--- config.mk ---
export PLATFORM = sky130hd
export DESIGN_NAME = panel_config_timing_cmd_decoder
export DESIGN_NICKNAME = d
export VERILOG_FILES = /design/src/include/panel_cfg_pkg.sv /design/src/hdl/cmd_byte_sync.sv /design/src/hdl/panel_config_timing_cmd_decoder.sv
export VERILOG_INCLUDE_DIRS = /design/src /design/src/include
export SDC_FILE = /design/constraint.sdc
export NUM_CORES = 1
export LEC_CHECK = 0
export BUFFER_PORTS_ARGS = -buffer_cell sky130_fd_sc_hd__buf_2
export CORE_MARGIN = 8
export CORE_UTILIZATION = 50
export CTS_CLUSTER_SIZE = 16
export DETAILED_ROUTE_END_ITERATION = 7
export PLACE_DENSITY = 0.79
export SLEW_MARGIN = 20
export SYNTH_ARGS = -nofsm -noshare
export SYNTH_HDL_FRONTEND = slang
export SYNTH_SLANG_ARGS = --single-unit
--- constraint.sdc ---
create_clock -name clk_sys_in -period 1.6 [get_ports clk_sys_in]
set_clock_uncertainty 0.05 [all_clocks]
set_input_delay 0.32 -clock clk_sys_in [delete_from_list [all_inputs] [get_ports clk_sys_in]]
set_output_delay 0.32 -clock clk_sys_in [all_outputs]
set_load 0.02 [all_outputs]
--- src/include/panel_cfg_map.svh ---
/*
  Command opcodes, field positions and reset values for the panel
  configuration and timing command decoder. Assumes nothing beyond a
  single inclusion per compilation unit, which the guard provides.
*/
`ifndef PANEL_CFG_MAP_SVH
`define PANEL_CFG_MAP_SVH

`define OP_START_LINE_MASK 8'hC0
`define OP_START_LINE_BASE 8'h40
`define OP_SEG_REMAP_MASK 8'hFE
`define OP_SEG_REMAP_BASE 8'hA0
`define OP_COM_SCAN_MASK 8'hF7
`define OP_COM_SCAN_BASE 8'hC0
`define OP_MUX_RATIO 8'hA8
`define OP_DISP_OFFSET 8'hD3
`define OP_COM_PINS 8'hDA
`define OP_CLK_DIV 8'hD5
`define OP_PRECHARGE 8'hD9
`define OP_DESELECT 8'hDB
`define OP_NOP 8'hE3

`define COM_PINS_BIT 4
`define COM_SCAN_BIT 3

`define RST_START_LINE 6'h00
`define RST_SEG_REMAP 1'h0
`define RST_MUX_FIELD 6'h3F
`define RST_COM_REVERSE 1'h0
`define RST_DISP_OFFSET 6'h00
`define RST_COM_ALT 1'h1
`define RST_DIV_FIELD 4'h0
`define RST_OSC_CODE 4'h8
`define RST_PHASE1 4'h2
`define RST_PHASE2 4'h2
`define RST_DESELECT 3'h2

`endif

--- src/include/panel_cfg_pkg.sv ---
/*
  Types for the panel configuration and timing command decoder.
  Assumes the constants header supplies all numeric values.
*/
package panel_cfg_pkg;

  typedef struct packed {
    logic [5:0] start_line;
    logic seg_remap;
    logic [5:0] mux_field;
    logic com_reverse;
    logic [5:0] disp_offset;
    logic com_alt;
    logic [3:0] div_field;
    logic [3:0] oscillator_frequency_code;
    logic [3:0] phase1;
    logic [3:0] phase2;
    logic [2:0] common_deselect_level;
  } panel_cfg_t;

  typedef enum logic [2:0] {
    PEND_MUX,
    PEND_OFFSET,
    PEND_PINS,
    PEND_CLK,
    PEND_PRE,
    PEND_DESEL
  } pend_op_t;

  typedef struct packed {
    logic valid;
    logic [7:0] data;
  } cmd_byte_t;

endpackage

--- src/hdl/cmd_byte_sync.sv ---
/*
  Two-stage synchroniser for the incoming command byte strobe, with the
  byte and data/command level captured beside it.
  Assumes the host holds byte and level steady while its strobe toggles.
*/
`timescale 1ns/10ps
module cmd_byte_sync (
  // Clock and reset
  input wire logic clk_sys_in,
  input wire logic nrst_in,
  // Asynchronous host side
  input wire logic strobe_toggle_in,
  input wire logic [7:0] byte_in,
  input wire logic dc_in,
  // Synchronous side
  output panel_cfg_pkg::cmd_byte_t cmd_out
);
  logic s1_ff;
  logic s2_ff;
  logic s3_ff;
  logic [7:0] b1_ff;
  logic [7:0] b2_ff;
  logic d1_ff;
  logic d2_ff;
  panel_cfg_pkg::cmd_byte_t cmd_ff;
  wire edge_seen = s2_ff ^ s3_ff;

  // Data settles long before the strobe edge, so a two-flop byte path suffices
  always_ff @(posedge clk_sys_in or negedge nrst_in) begin
    if (!nrst_in) begin
      s1_ff <= 1'h0;
      s2_ff <= 1'h0;
      s3_ff <= 1'h0;
      b1_ff <= 8'h00;
      b2_ff <= 8'h00;
      d1_ff <= 1'h1;
      d2_ff <= 1'h1;
      cmd_ff <= '0;
    end else begin
      s1_ff <= strobe_toggle_in;
      s2_ff <= s1_ff;
      s3_ff <= s2_ff;
      b1_ff <= byte_in;
      b2_ff <= b1_ff;
      d1_ff <= dc_in;
      d2_ff <= d1_ff;
      cmd_ff.valid <= edge_seen & ~d2_ff;
      cmd_ff.data <= b2_ff;
    end
  end

  assign cmd_out = cmd_ff;
endmodule

--- src/hdl/panel_config_timing_cmd_decoder.sv ---
/*
  Decoder for the hardware-configuration and timing command bytes of a
  dot-matrix panel controller; holds the resulting settings.
  Assumes the host delivers command bytes by toggling a strobe, holding
  byte and data/command level steady around each toggle.
*/
// Notes on behaviour
// A byte 0x40..0x7F loads its low six bits as the display start line.
// 0xA0 maps column 0 to the first segment (reset); 0xA1 maps column 127 there.
// 0xA8 plus a parameter sets the multiplex field to its low six bits, reset 63.
// The host never sends a multiplex parameter of 0 to 14.
// 0xC0 scans commons upward (reset); 0xC8 scans them in reverse.
// 0xD3 plus a parameter sets the vertical offset to its low six bits, reset 0.
// 0xDA plus a parameter picks the pin layout from bit 4, alternative at reset.
// 0xD5 low nibble sets the divider field, ratio field plus one, reset 0.
// 0xD5 high nibble sets the oscillator frequency code, reset 8.
// 0xD9 low nibble sets pre-charge phase one, reset 2.
// 0xD9 high nibble sets phase two, reset 2; the host never sends zero.
// 0xDB stores parameter bits 6..4 as the deselect level code, reset 2.
// 0xE3 does nothing when no parameter is due; after a two-byte opcode it is taken as the parameter.
// The host sends all these bytes in command mode.
// After a two-byte opcode the next command byte is its parameter.
`timescale 1ns/10ps
`include "panel_cfg_map.svh"
module panel_config_timing_cmd_decoder (
  // Clock and reset
  input wire logic clk_sys_in,
  input wire logic nrst_in,
  // Host byte path
  input wire logic strobe_toggle_in,
  input wire logic [7:0] byte_in,
  input wire logic dc_in,
  // Settings
  output logic [5:0] start_line_out,
  output logic seg_remap_out,
  output logic [6:0] row_multiplex_ratio_out,
  output logic com_reverse_out,
  output logic [5:0] disp_offset_out,
  output logic com_alt_out,
  output logic [4:0] divide_ratio_out,
  output logic [3:0] oscillator_frequency_code_out,
  output logic [3:0] phase1_out,
  output logic [3:0] phase2_out,
  output logic [2:0] common_deselect_level_out,
  // Status
  output logic param_pending_out,
  output logic divided_display_clock_out
);
  panel_cfg_pkg::cmd_byte_t cmd;
  panel_cfg_pkg::panel_cfg_t cfg_ff;
  panel_cfg_pkg::panel_cfg_t nxt_cfg;
  panel_cfg_pkg::pend_op_t pend_ff;
  panel_cfg_pkg::pend_op_t nxt_pend;
  logic pending_ff;
  logic nxt_pending;
  logic [6:0] mux_ff;
  logic [4:0] ratio_ff;
  logic [3:0] div_cnt_ff;
  logic divided_display_clock_ff;
  logic [4:0] gap_ff;

  cmd_byte_sync u_sync (
    .clk_sys_in(clk_sys_in),
    .nrst_in(nrst_in),
    .strobe_toggle_in(strobe_toggle_in),
    .byte_in(byte_in),
    .dc_in(dc_in),
    .cmd_out(cmd)
  );

  // Opcode decode, used for both first byte and match tests
  function automatic logic is_op(input logic [7:0] b, input logic [7:0] mask,
                                 input logic [7:0] base);
    is_op = (b & mask) == base;
  endfunction

  wire [7:0] b = cmd.data;
  wire take_param = cmd.valid & pending_ff;
  wire take_op = cmd.valid & ~pending_ff;
  wire op_start = take_op & is_op(b, `OP_START_LINE_MASK, `OP_START_LINE_BASE);
  wire op_seg = take_op & is_op(b, `OP_SEG_REMAP_MASK, `OP_SEG_REMAP_BASE);
  wire op_scan = take_op & is_op(b, `OP_COM_SCAN_MASK, `OP_COM_SCAN_BASE);
  wire op_mux = take_op & (b == `OP_MUX_RATIO);
  wire op_off = take_op & (b == `OP_DISP_OFFSET);
  wire op_pins = take_op & (b == `OP_COM_PINS);
  wire op_clk = take_op & (b == `OP_CLK_DIV);
  wire op_pre = take_op & (b == `OP_PRECHARGE);
  wire op_des = take_op & (b == `OP_DESELECT);
  wire two_byte = op_mux | op_off | op_pins | op_clk | op_pre | op_des;
  // A NOP sent where a parameter is due is still a parameter, per byte order
  wire op_nop = take_op & (b == `OP_NOP);
  wire op_known = op_start | op_seg | op_scan | two_byte;

  always_comb begin
    nxt_cfg = cfg_ff;
    nxt_pending = pending_ff;
    nxt_pend = pend_ff;
    if (op_start) begin
      nxt_cfg.start_line = b[5:0];
    end
    if (op_seg) begin
      nxt_cfg.seg_remap = b[0];
    end
    if (op_scan) begin
      nxt_cfg.com_reverse = b[`COM_SCAN_BIT];
    end
    if (two_byte) begin
      nxt_pending = 1'h1;
      case (1'b1)
        op_mux: nxt_pend = panel_cfg_pkg::PEND_MUX;
        op_off: nxt_pend = panel_cfg_pkg::PEND_OFFSET;
        op_pins: nxt_pend = panel_cfg_pkg::PEND_PINS;
        op_clk: nxt_pend = panel_cfg_pkg::PEND_CLK;
        op_pre: nxt_pend = panel_cfg_pkg::PEND_PRE;
        default: nxt_pend = panel_cfg_pkg::PEND_DESEL;
      endcase
    end
    if (take_param) begin
      nxt_pending = 1'h0;
      case (pend_ff)
        panel_cfg_pkg::PEND_MUX: nxt_cfg.mux_field = b[5:0];
        panel_cfg_pkg::PEND_OFFSET: nxt_cfg.disp_offset = b[5:0];
        panel_cfg_pkg::PEND_PINS: nxt_cfg.com_alt = b[`COM_PINS_BIT];
        panel_cfg_pkg::PEND_CLK: begin
          nxt_cfg.div_field = b[3:0];
          nxt_cfg.oscillator_frequency_code = b[7:4];
        end
        panel_cfg_pkg::PEND_PRE: begin
          nxt_cfg.phase1 = b[3:0];
          nxt_cfg.phase2 = b[7:4];
        end
        panel_cfg_pkg::PEND_DESEL: nxt_cfg.common_deselect_level = b[6:4];
        default: nxt_pending = 1'h0;
      endcase
    end
  end

  always_ff @(posedge clk_sys_in or negedge nrst_in) begin
    if (!nrst_in) begin
      cfg_ff.start_line <= `RST_START_LINE;
      cfg_ff.seg_remap <= `RST_SEG_REMAP;
      cfg_ff.mux_field <= `RST_MUX_FIELD;
      cfg_ff.com_reverse <= `RST_COM_REVERSE;
      cfg_ff.disp_offset <= `RST_DISP_OFFSET;
      cfg_ff.com_alt <= `RST_COM_ALT;
      cfg_ff.div_field <= `RST_DIV_FIELD;
      cfg_ff.oscillator_frequency_code <= `RST_OSC_CODE;
      cfg_ff.phase1 <= `RST_PHASE1;
      cfg_ff.phase2 <= `RST_PHASE2;
      cfg_ff.common_deselect_level <= `RST_DESELECT;
      pending_ff <= 1'h0;
      pend_ff <= panel_cfg_pkg::PEND_MUX;
    end else begin
      cfg_ff <= nxt_cfg;
      pending_ff <= nxt_pending;
      pend_ff <= nxt_pend;
    end
  end

  // Derived values registered so every output is a flop
  always_ff @(posedge clk_sys_in or negedge nrst_in) begin
    if (!nrst_in) begin
      mux_ff <= 7'h40;
      ratio_ff <= 5'h01;
    end else begin
      mux_ff <= {1'b0, cfg_ff.mux_field} + 7'h01;
      ratio_ff <= {1'b0, cfg_ff.div_field} + 5'h01;
    end
  end

  // Divided display clock as an enable pulse, one per ratio cycles
  wire div_wrap = div_cnt_ff >= cfg_ff.div_field;
  always_ff @(posedge clk_sys_in or negedge nrst_in) begin
    if (!nrst_in) begin
      div_cnt_ff <= 4'h0;
      divided_display_clock_ff <= 1'h0;
    end else begin
      div_cnt_ff <= div_wrap ? 4'h0 : div_cnt_ff + 4'h1;
      divided_display_clock_ff <= div_wrap;
    end
  end

  // Checker helper: cycles since the last divided clock pulse
  always_ff @(posedge clk_sys_in or negedge nrst_in) begin
    if (!nrst_in) begin
      gap_ff <= 5'h00;
    end else begin
      gap_ff <= divided_display_clock_ff ? 5'h00 : gap_ff + 5'h01;
    end
  end

  assign start_line_out = cfg_ff.start_line;
  assign seg_remap_out = cfg_ff.seg_remap;
  assign row_multiplex_ratio_out = mux_ff;
  assign com_reverse_out = cfg_ff.com_reverse;
  assign disp_offset_out = cfg_ff.disp_offset;
  assign com_alt_out = cfg_ff.com_alt;
  assign divide_ratio_out = ratio_ff;
  assign oscillator_frequency_code_out = cfg_ff.oscillator_frequency_code;
  assign phase1_out = cfg_ff.phase1;
  assign phase2_out = cfg_ff.phase2;
  assign common_deselect_level_out = cfg_ff.common_deselect_level;
  assign param_pending_out = pending_ff;
  assign divided_display_clock_out = divided_display_clock_ff;

  AST_START_LINE: assert property (@(posedge clk_sys_in) disable iff (!nrst_in)
    op_start |=> start_line_out == $past(b[5:0])) else $error("start line not loaded");
  AST_SEG: assert property (@(posedge clk_sys_in) disable iff (!nrst_in)
    op_seg |=> seg_remap_out == $past(b[0])) else $error("segment remap wrong");
  AST_MUX: assert property (@(posedge clk_sys_in) disable iff (!nrst_in)
    (take_param && pend_ff == panel_cfg_pkg::PEND_MUX) |=> ##1
    row_multiplex_ratio_out == {1'b0, $past(b[5:0], 2)} + 7'h01) else $error("mux ratio wrong");
  AST_SCAN: assert property (@(posedge clk_sys_in) disable iff (!nrst_in)
    op_scan |=> com_reverse_out == $past(b[3])) else $error("scan direction wrong");
  AST_OFFSET: assert property (@(posedge clk_sys_in) disable iff (!nrst_in)
    (take_param && pend_ff == panel_cfg_pkg::PEND_OFFSET) |=>
    disp_offset_out == $past(b[5:0])) else $error("offset wrong");
  AST_PINS: assert property (@(posedge clk_sys_in) disable iff (!nrst_in)
    (take_param && pend_ff == panel_cfg_pkg::PEND_PINS) |=>
    com_alt_out == $past(b[4])) else $error("pin layout wrong");
  AST_CLK: assert property (@(posedge clk_sys_in) disable iff (!nrst_in)
    (take_param && pend_ff == panel_cfg_pkg::PEND_CLK) |=>
    oscillator_frequency_code_out == $past(b[7:4]) ##1
    divide_ratio_out == {1'b0, $past(b[3:0], 2)} + 5'h01) else $error("clock setting wrong");
  AST_PRE: assert property (@(posedge clk_sys_in) disable iff (!nrst_in)
    (take_param && pend_ff == panel_cfg_pkg::PEND_PRE) |=>
    {phase2_out, phase1_out} == $past(b)) else $error("precharge wrong");
  AST_DESEL: assert property (@(posedge clk_sys_in) disable iff (!nrst_in)
    (take_param && pend_ff == panel_cfg_pkg::PEND_DESEL) |=>
    common_deselect_level_out == $past(b[6:4])) else $error("deselect wrong");
  AST_NOP: assert property (@(posedge clk_sys_in) disable iff (!nrst_in)
    op_nop |=> $stable(cfg_ff) && $stable(pending_ff)) else $error("nop changed state");
  AST_PARAM: assert property (@(posedge clk_sys_in) disable iff (!nrst_in)
    two_byte |=> param_pending_out)
    else $error("parameter not awaited");
  AST_PARAM_DONE: assert property (@(posedge clk_sys_in) disable iff (!nrst_in)
    take_param |=> !param_pending_out) else $error("parameter wait not ended");
  AST_PARAM_HOLD: assert property (@(posedge clk_sys_in) disable iff (!nrst_in)
    (pending_ff && !cmd.valid) |=> param_pending_out && $stable(pend_ff))
    else $error("parameter wait lost");
  AST_UNKNOWN: assert property (@(posedge clk_sys_in) disable iff (!nrst_in)
    (take_op && !op_known) |=> $stable(cfg_ff) && !param_pending_out)
    else $error("unknown opcode acted on");
  AST_START_HOLD: assert property (@(posedge clk_sys_in) disable iff (!nrst_in)
    !op_start |=> $stable(start_line_out)) else $error("start line moved");
  AST_MUX_OUT: assert property (@(posedge clk_sys_in) disable iff (!nrst_in)
    row_multiplex_ratio_out == {1'b0, $past(cfg_ff.mux_field)} + 7'h01)
    else $error("mux ratio not field plus one");
  AST_DIV_OUT: assert property (@(posedge clk_sys_in) disable iff (!nrst_in)
    divide_ratio_out == {1'b0, $past(cfg_ff.div_field)} + 5'h01)
    else $error("divide ratio not field plus one");
  // A ratio of one must give a pulse on every cycle
  AST_DIVIDED_DISPLAY_CLOCK_EVERY: assert property (@(posedge clk_sys_in) disable iff (!nrst_in)
    (cfg_ff.div_field == 4'h0) |=> divided_display_clock_ff) else $error("divided clock missing");
  // Even the largest ratio of sixteen leaves at most fifteen idle cycles
  AST_DIVIDED_DISPLAY_CLOCK_GAP: assert property (@(posedge clk_sys_in) disable iff (!nrst_in)
    gap_ff < 5'h10) else $error("divided clock gap too long");

  COV_MUX: cover property (@(posedge clk_sys_in) disable iff (!nrst_in)
    op_mux ##[1:40] take_param);
  COV_CLK: cover property (@(posedge clk_sys_in) disable iff (!nrst_in)
    op_clk ##[1:40] take_param);
  COV_NOP: cover property (@(posedge clk_sys_in) disable iff (!nrst_in) op_nop);
  COV_START: cover property (@(posedge clk_sys_in) disable iff (!nrst_in) op_start);
  COV_PRE: cover property (@(posedge clk_sys_in) disable iff (!nrst_in)
    op_pre ##[1:40] take_param);
endmodule

==> metrics.yaml <==
cts-root-buf: "clkbuf_8"
path_cells: "nor3b_4 > nand3_2 > or4b_4 > mux2_4"
grt_util_all_layers_pct: 14.3
grt_pass1_vias: 2267
vias_per_cell: 4.93
maxSlewHeadroom_pct: 74.7
required_ns: 1.79
cts_max_level: 3
critPathMaxStageDelay_ns: 0.49
arrival_ns: 1.92
avgSynthCellArea_um2: 13.9
grt_max_degree: 45
firstDrtPassIters: 6
rows: 31
slowest_stage: "or4b_4"
crit-reg2reg-launch: "u_sync.cmd_out[2]$_DFF_PN0_"
finalHoldViolations: 0
worst-r2r-setup-slack_ns: -0.12
yosys_warnings: 0
syn_area_mm2: 0.00358
synth-seq-cells: 91
wl_per_cell_um: 15.9
gp_congestion: 0.887
die_w_um: 101
area_growth_pct: 24.3
startpoint_type: "register"
drive_above_1_share_pct: 51.8
diodes: 0
seq_area_frac_synth_pct: 64.1
core_area_mm2: 0.00710
io_buffers: 55
syn-num-nets: 276
leakage_uw: 0.00214
ant_nets: 0
die_h_um: 101
synth.distinct_cells: 40
worst-setup-path-type: "register to register"
p_per_area_mw_per_mm2: 1180
worstSkewPairLatency_ns: 0.36
cts_tree: "yes"
violations: "setup timing"
whs_ns: 0.304
vias: 2156
postSynthCellCount: 257
crit_start: "u_sync.cmd_out[2]$_DFF_PN0_"
numCtsBuffers: 9
ys_top_cells_by_area: "dfrtp_1 53%, dfstp_2 11%, mux2_2 10%"
drc_errors: 0
crit_fanout: 2
design_area_mm2: 0.00445
stdcell_count: 437
place_area_mm2: 0.00397
io_pins: 56
initial_core_util_pct: 50.4
min_period_ns: 1.72
wl_um: 6960
clock_sinks: 91
worst_pin_slew_ns: 0.379
min_path_type: "register to register"
vdd_drop_max_mv: 0.723
max_freq_mhz: 580
critPathTopFamily: "simple AND/OR/NAND/NOR gates"
setup_violations: 3
synth_top_cell_by_area: "dfrtp_1"
final_max_slew_viol_count: 0
maxCapViolCount: 0
finalCritPeriodShare_pct: 108
hold_start: "u_sync.b2_ff[7]$_DFF_PN0_"
status: "complete, but fails checks"
end_kind: "register"
fin_nets: 352
clk_pin_slew_ns: 0.09
grt_overflow: 0
synth_top_flop_cell: "dfrtp_1"
drtIter0Drc: 89
place_inst: 405
dp.final_hpwl_um: 4700
rsz0062_at_grt: "true"
grt_pass1_wl_um: 10900
dieArea_mm2: 0.0101
setup_ws_ns: -0.123
async_flop_share_pct: 100
synth_edf_count: 0
antenna_found_initial: 0
netlist.area_leader.share_pct: 53.1
cts_buffer_depth: 2
crit_buf_inv: 0
-- sequential cells by signal, summed over array words and instances (netlist names), 3 cells and up --
| signal | count |
|---|---|
| phase1_out | 4 |
| disp_offset_out | 6 |
| start_line_out | 6 |
| pend_ff | 3 |
| oscillator_frequency_code_out | 4 |
| common_deselect_level_out | 3 |
| u_sync.b2_ff | 8 |
| phase2_out | 4 |
| u_sync.cmd_out | 9 |
| cfg_ff | 10 |
| u_sync.b1_ff | 8 |
| div_cnt_ff | 4 |
| divide_ratio_out | 5 |
| row_multiplex_ratio_out | 7 |
-- through the flow --
stage / total power (µW) / worst slack [ns] / utilization, % / setup TNS [ns]
3_5_place_dp: 3780 / -0.114 / 55.9 / -0.166
2_1_floorplan: 3520 / -0.175 / - / -0.175
6_report: 5240 / -0.123 / 62.7 / -0.126
3_3_place_gp: 3750 / -0.0584 / 55.9 / -0.0584
5_1_grt: 5530 / -0.166 / 62.7 / -0.976
4_1_cts: 5230 / -0.126 / 60.5 / -0.188
-- power by group --
| group | switching, µW | internal (µW) | total (µW) |
|---|---|---|---|
| registers | 190 | 2660 | 2850 |
| logic | 522 | 450 | 972 |
| clock network | 802 | 616 | 1420 |
| total | 1510 | 3730 | 5240 |
-- kinds of logic after synthesis --
kind of cell,after synthesis,synth area share (%)
xor gates and xnor gates,11,2.69
adders and majority gates,7,2.45
and+or+nand+nor,47,7.76
DFF,91,64.1
muxes,34,10.7
AOI/OAI and AO/OA,24,4.61
buffers and inverters,43,7.69
-- area by class of cell --
type	instances	area (µm²)
clock inverters	6	47.5
fillers	543	2650
well taps	99	124
repair buffers	99	669
flip-flops and latches	91	2300
clock buffers	10	138
inverters	9	33.8
multi-input cells	123	1140
-- worst reg2reg max path: cells and delay by family (launching register included) --
| kind | cells | cell delay [ns] |
|---|---|---|
| flops | 1 | 0.42 |
| mux | 1 | 0.30 |
| simple gates | 3 | 0.84 |
-- cell usage after synthesis, types with 2 or more instances --
cell type / n
dfrtp_1: 76
dfstp_2: 15
o21ai_0: 6
nand3_1: 9
and3_1: 3
a21o_1: 3
mux2_2: 33
nor2_1: 7
clkbuf_1: 4
buf_4: 28
a2bb2oi_1: 2
o22ai_1: 2
ha_1: 7
inv_1: 9
nand2_1: 11
nand2b_1: 2
a211oi_1: 4
nor2b_1: 3
xnor2_1: 6
xor2_1: 5
a31oi_1: 3
-- cells in the final DEF (no fill, tap or decap), drive strengths merged, types with 8 or more instances in the layout --
cell type    instances
clkbuf              10
buf                 88
dfstp               15
nand3                9
dlygate4sd3         11
nor2                 8
mux2                34
nand2               11
inv                 11
dfrtp               76
-- routing by layer --
metal	global-route usage [%]	up-vias	share of wire, %
li1	-	1003	-
met1	15.7	1076	42
met5	0	-	0
met4	8.95	0	2.5
met2	23.1	63	50
met3	5.11	14	6.0
-- worst paths after layout --
kind,to,cells after the start
max in group asynchronous,phase1_out[1]$_DFFE_PN1P_,3
hold reg to reg,u_sync.cmd_out[7]$_DFF_PN0_,0
setup reg to reg,seg_remap_out$_DFFE_PN0P_,4
setup / recovery,seg_remap_out$_DFFE_PN0P_,4
hold / removal,u_sync.cmd_out[7]$_DFF_PN0_,0
min in group asynchronous,u_sync.cmd_out[5]$_DFF_PN0_,2
-- timing repair --
action / in CTS / in global routing
hold buffers: 10 / 1
resized for setup: 8 / 26
setup endpoints to repair: 12 / 21
hold endpoints to repair: 25 / 1
setup buffers: 1 / 5
pin swaps: 5 / 13
Note: power is estimated with default switching activity, not from simulation.
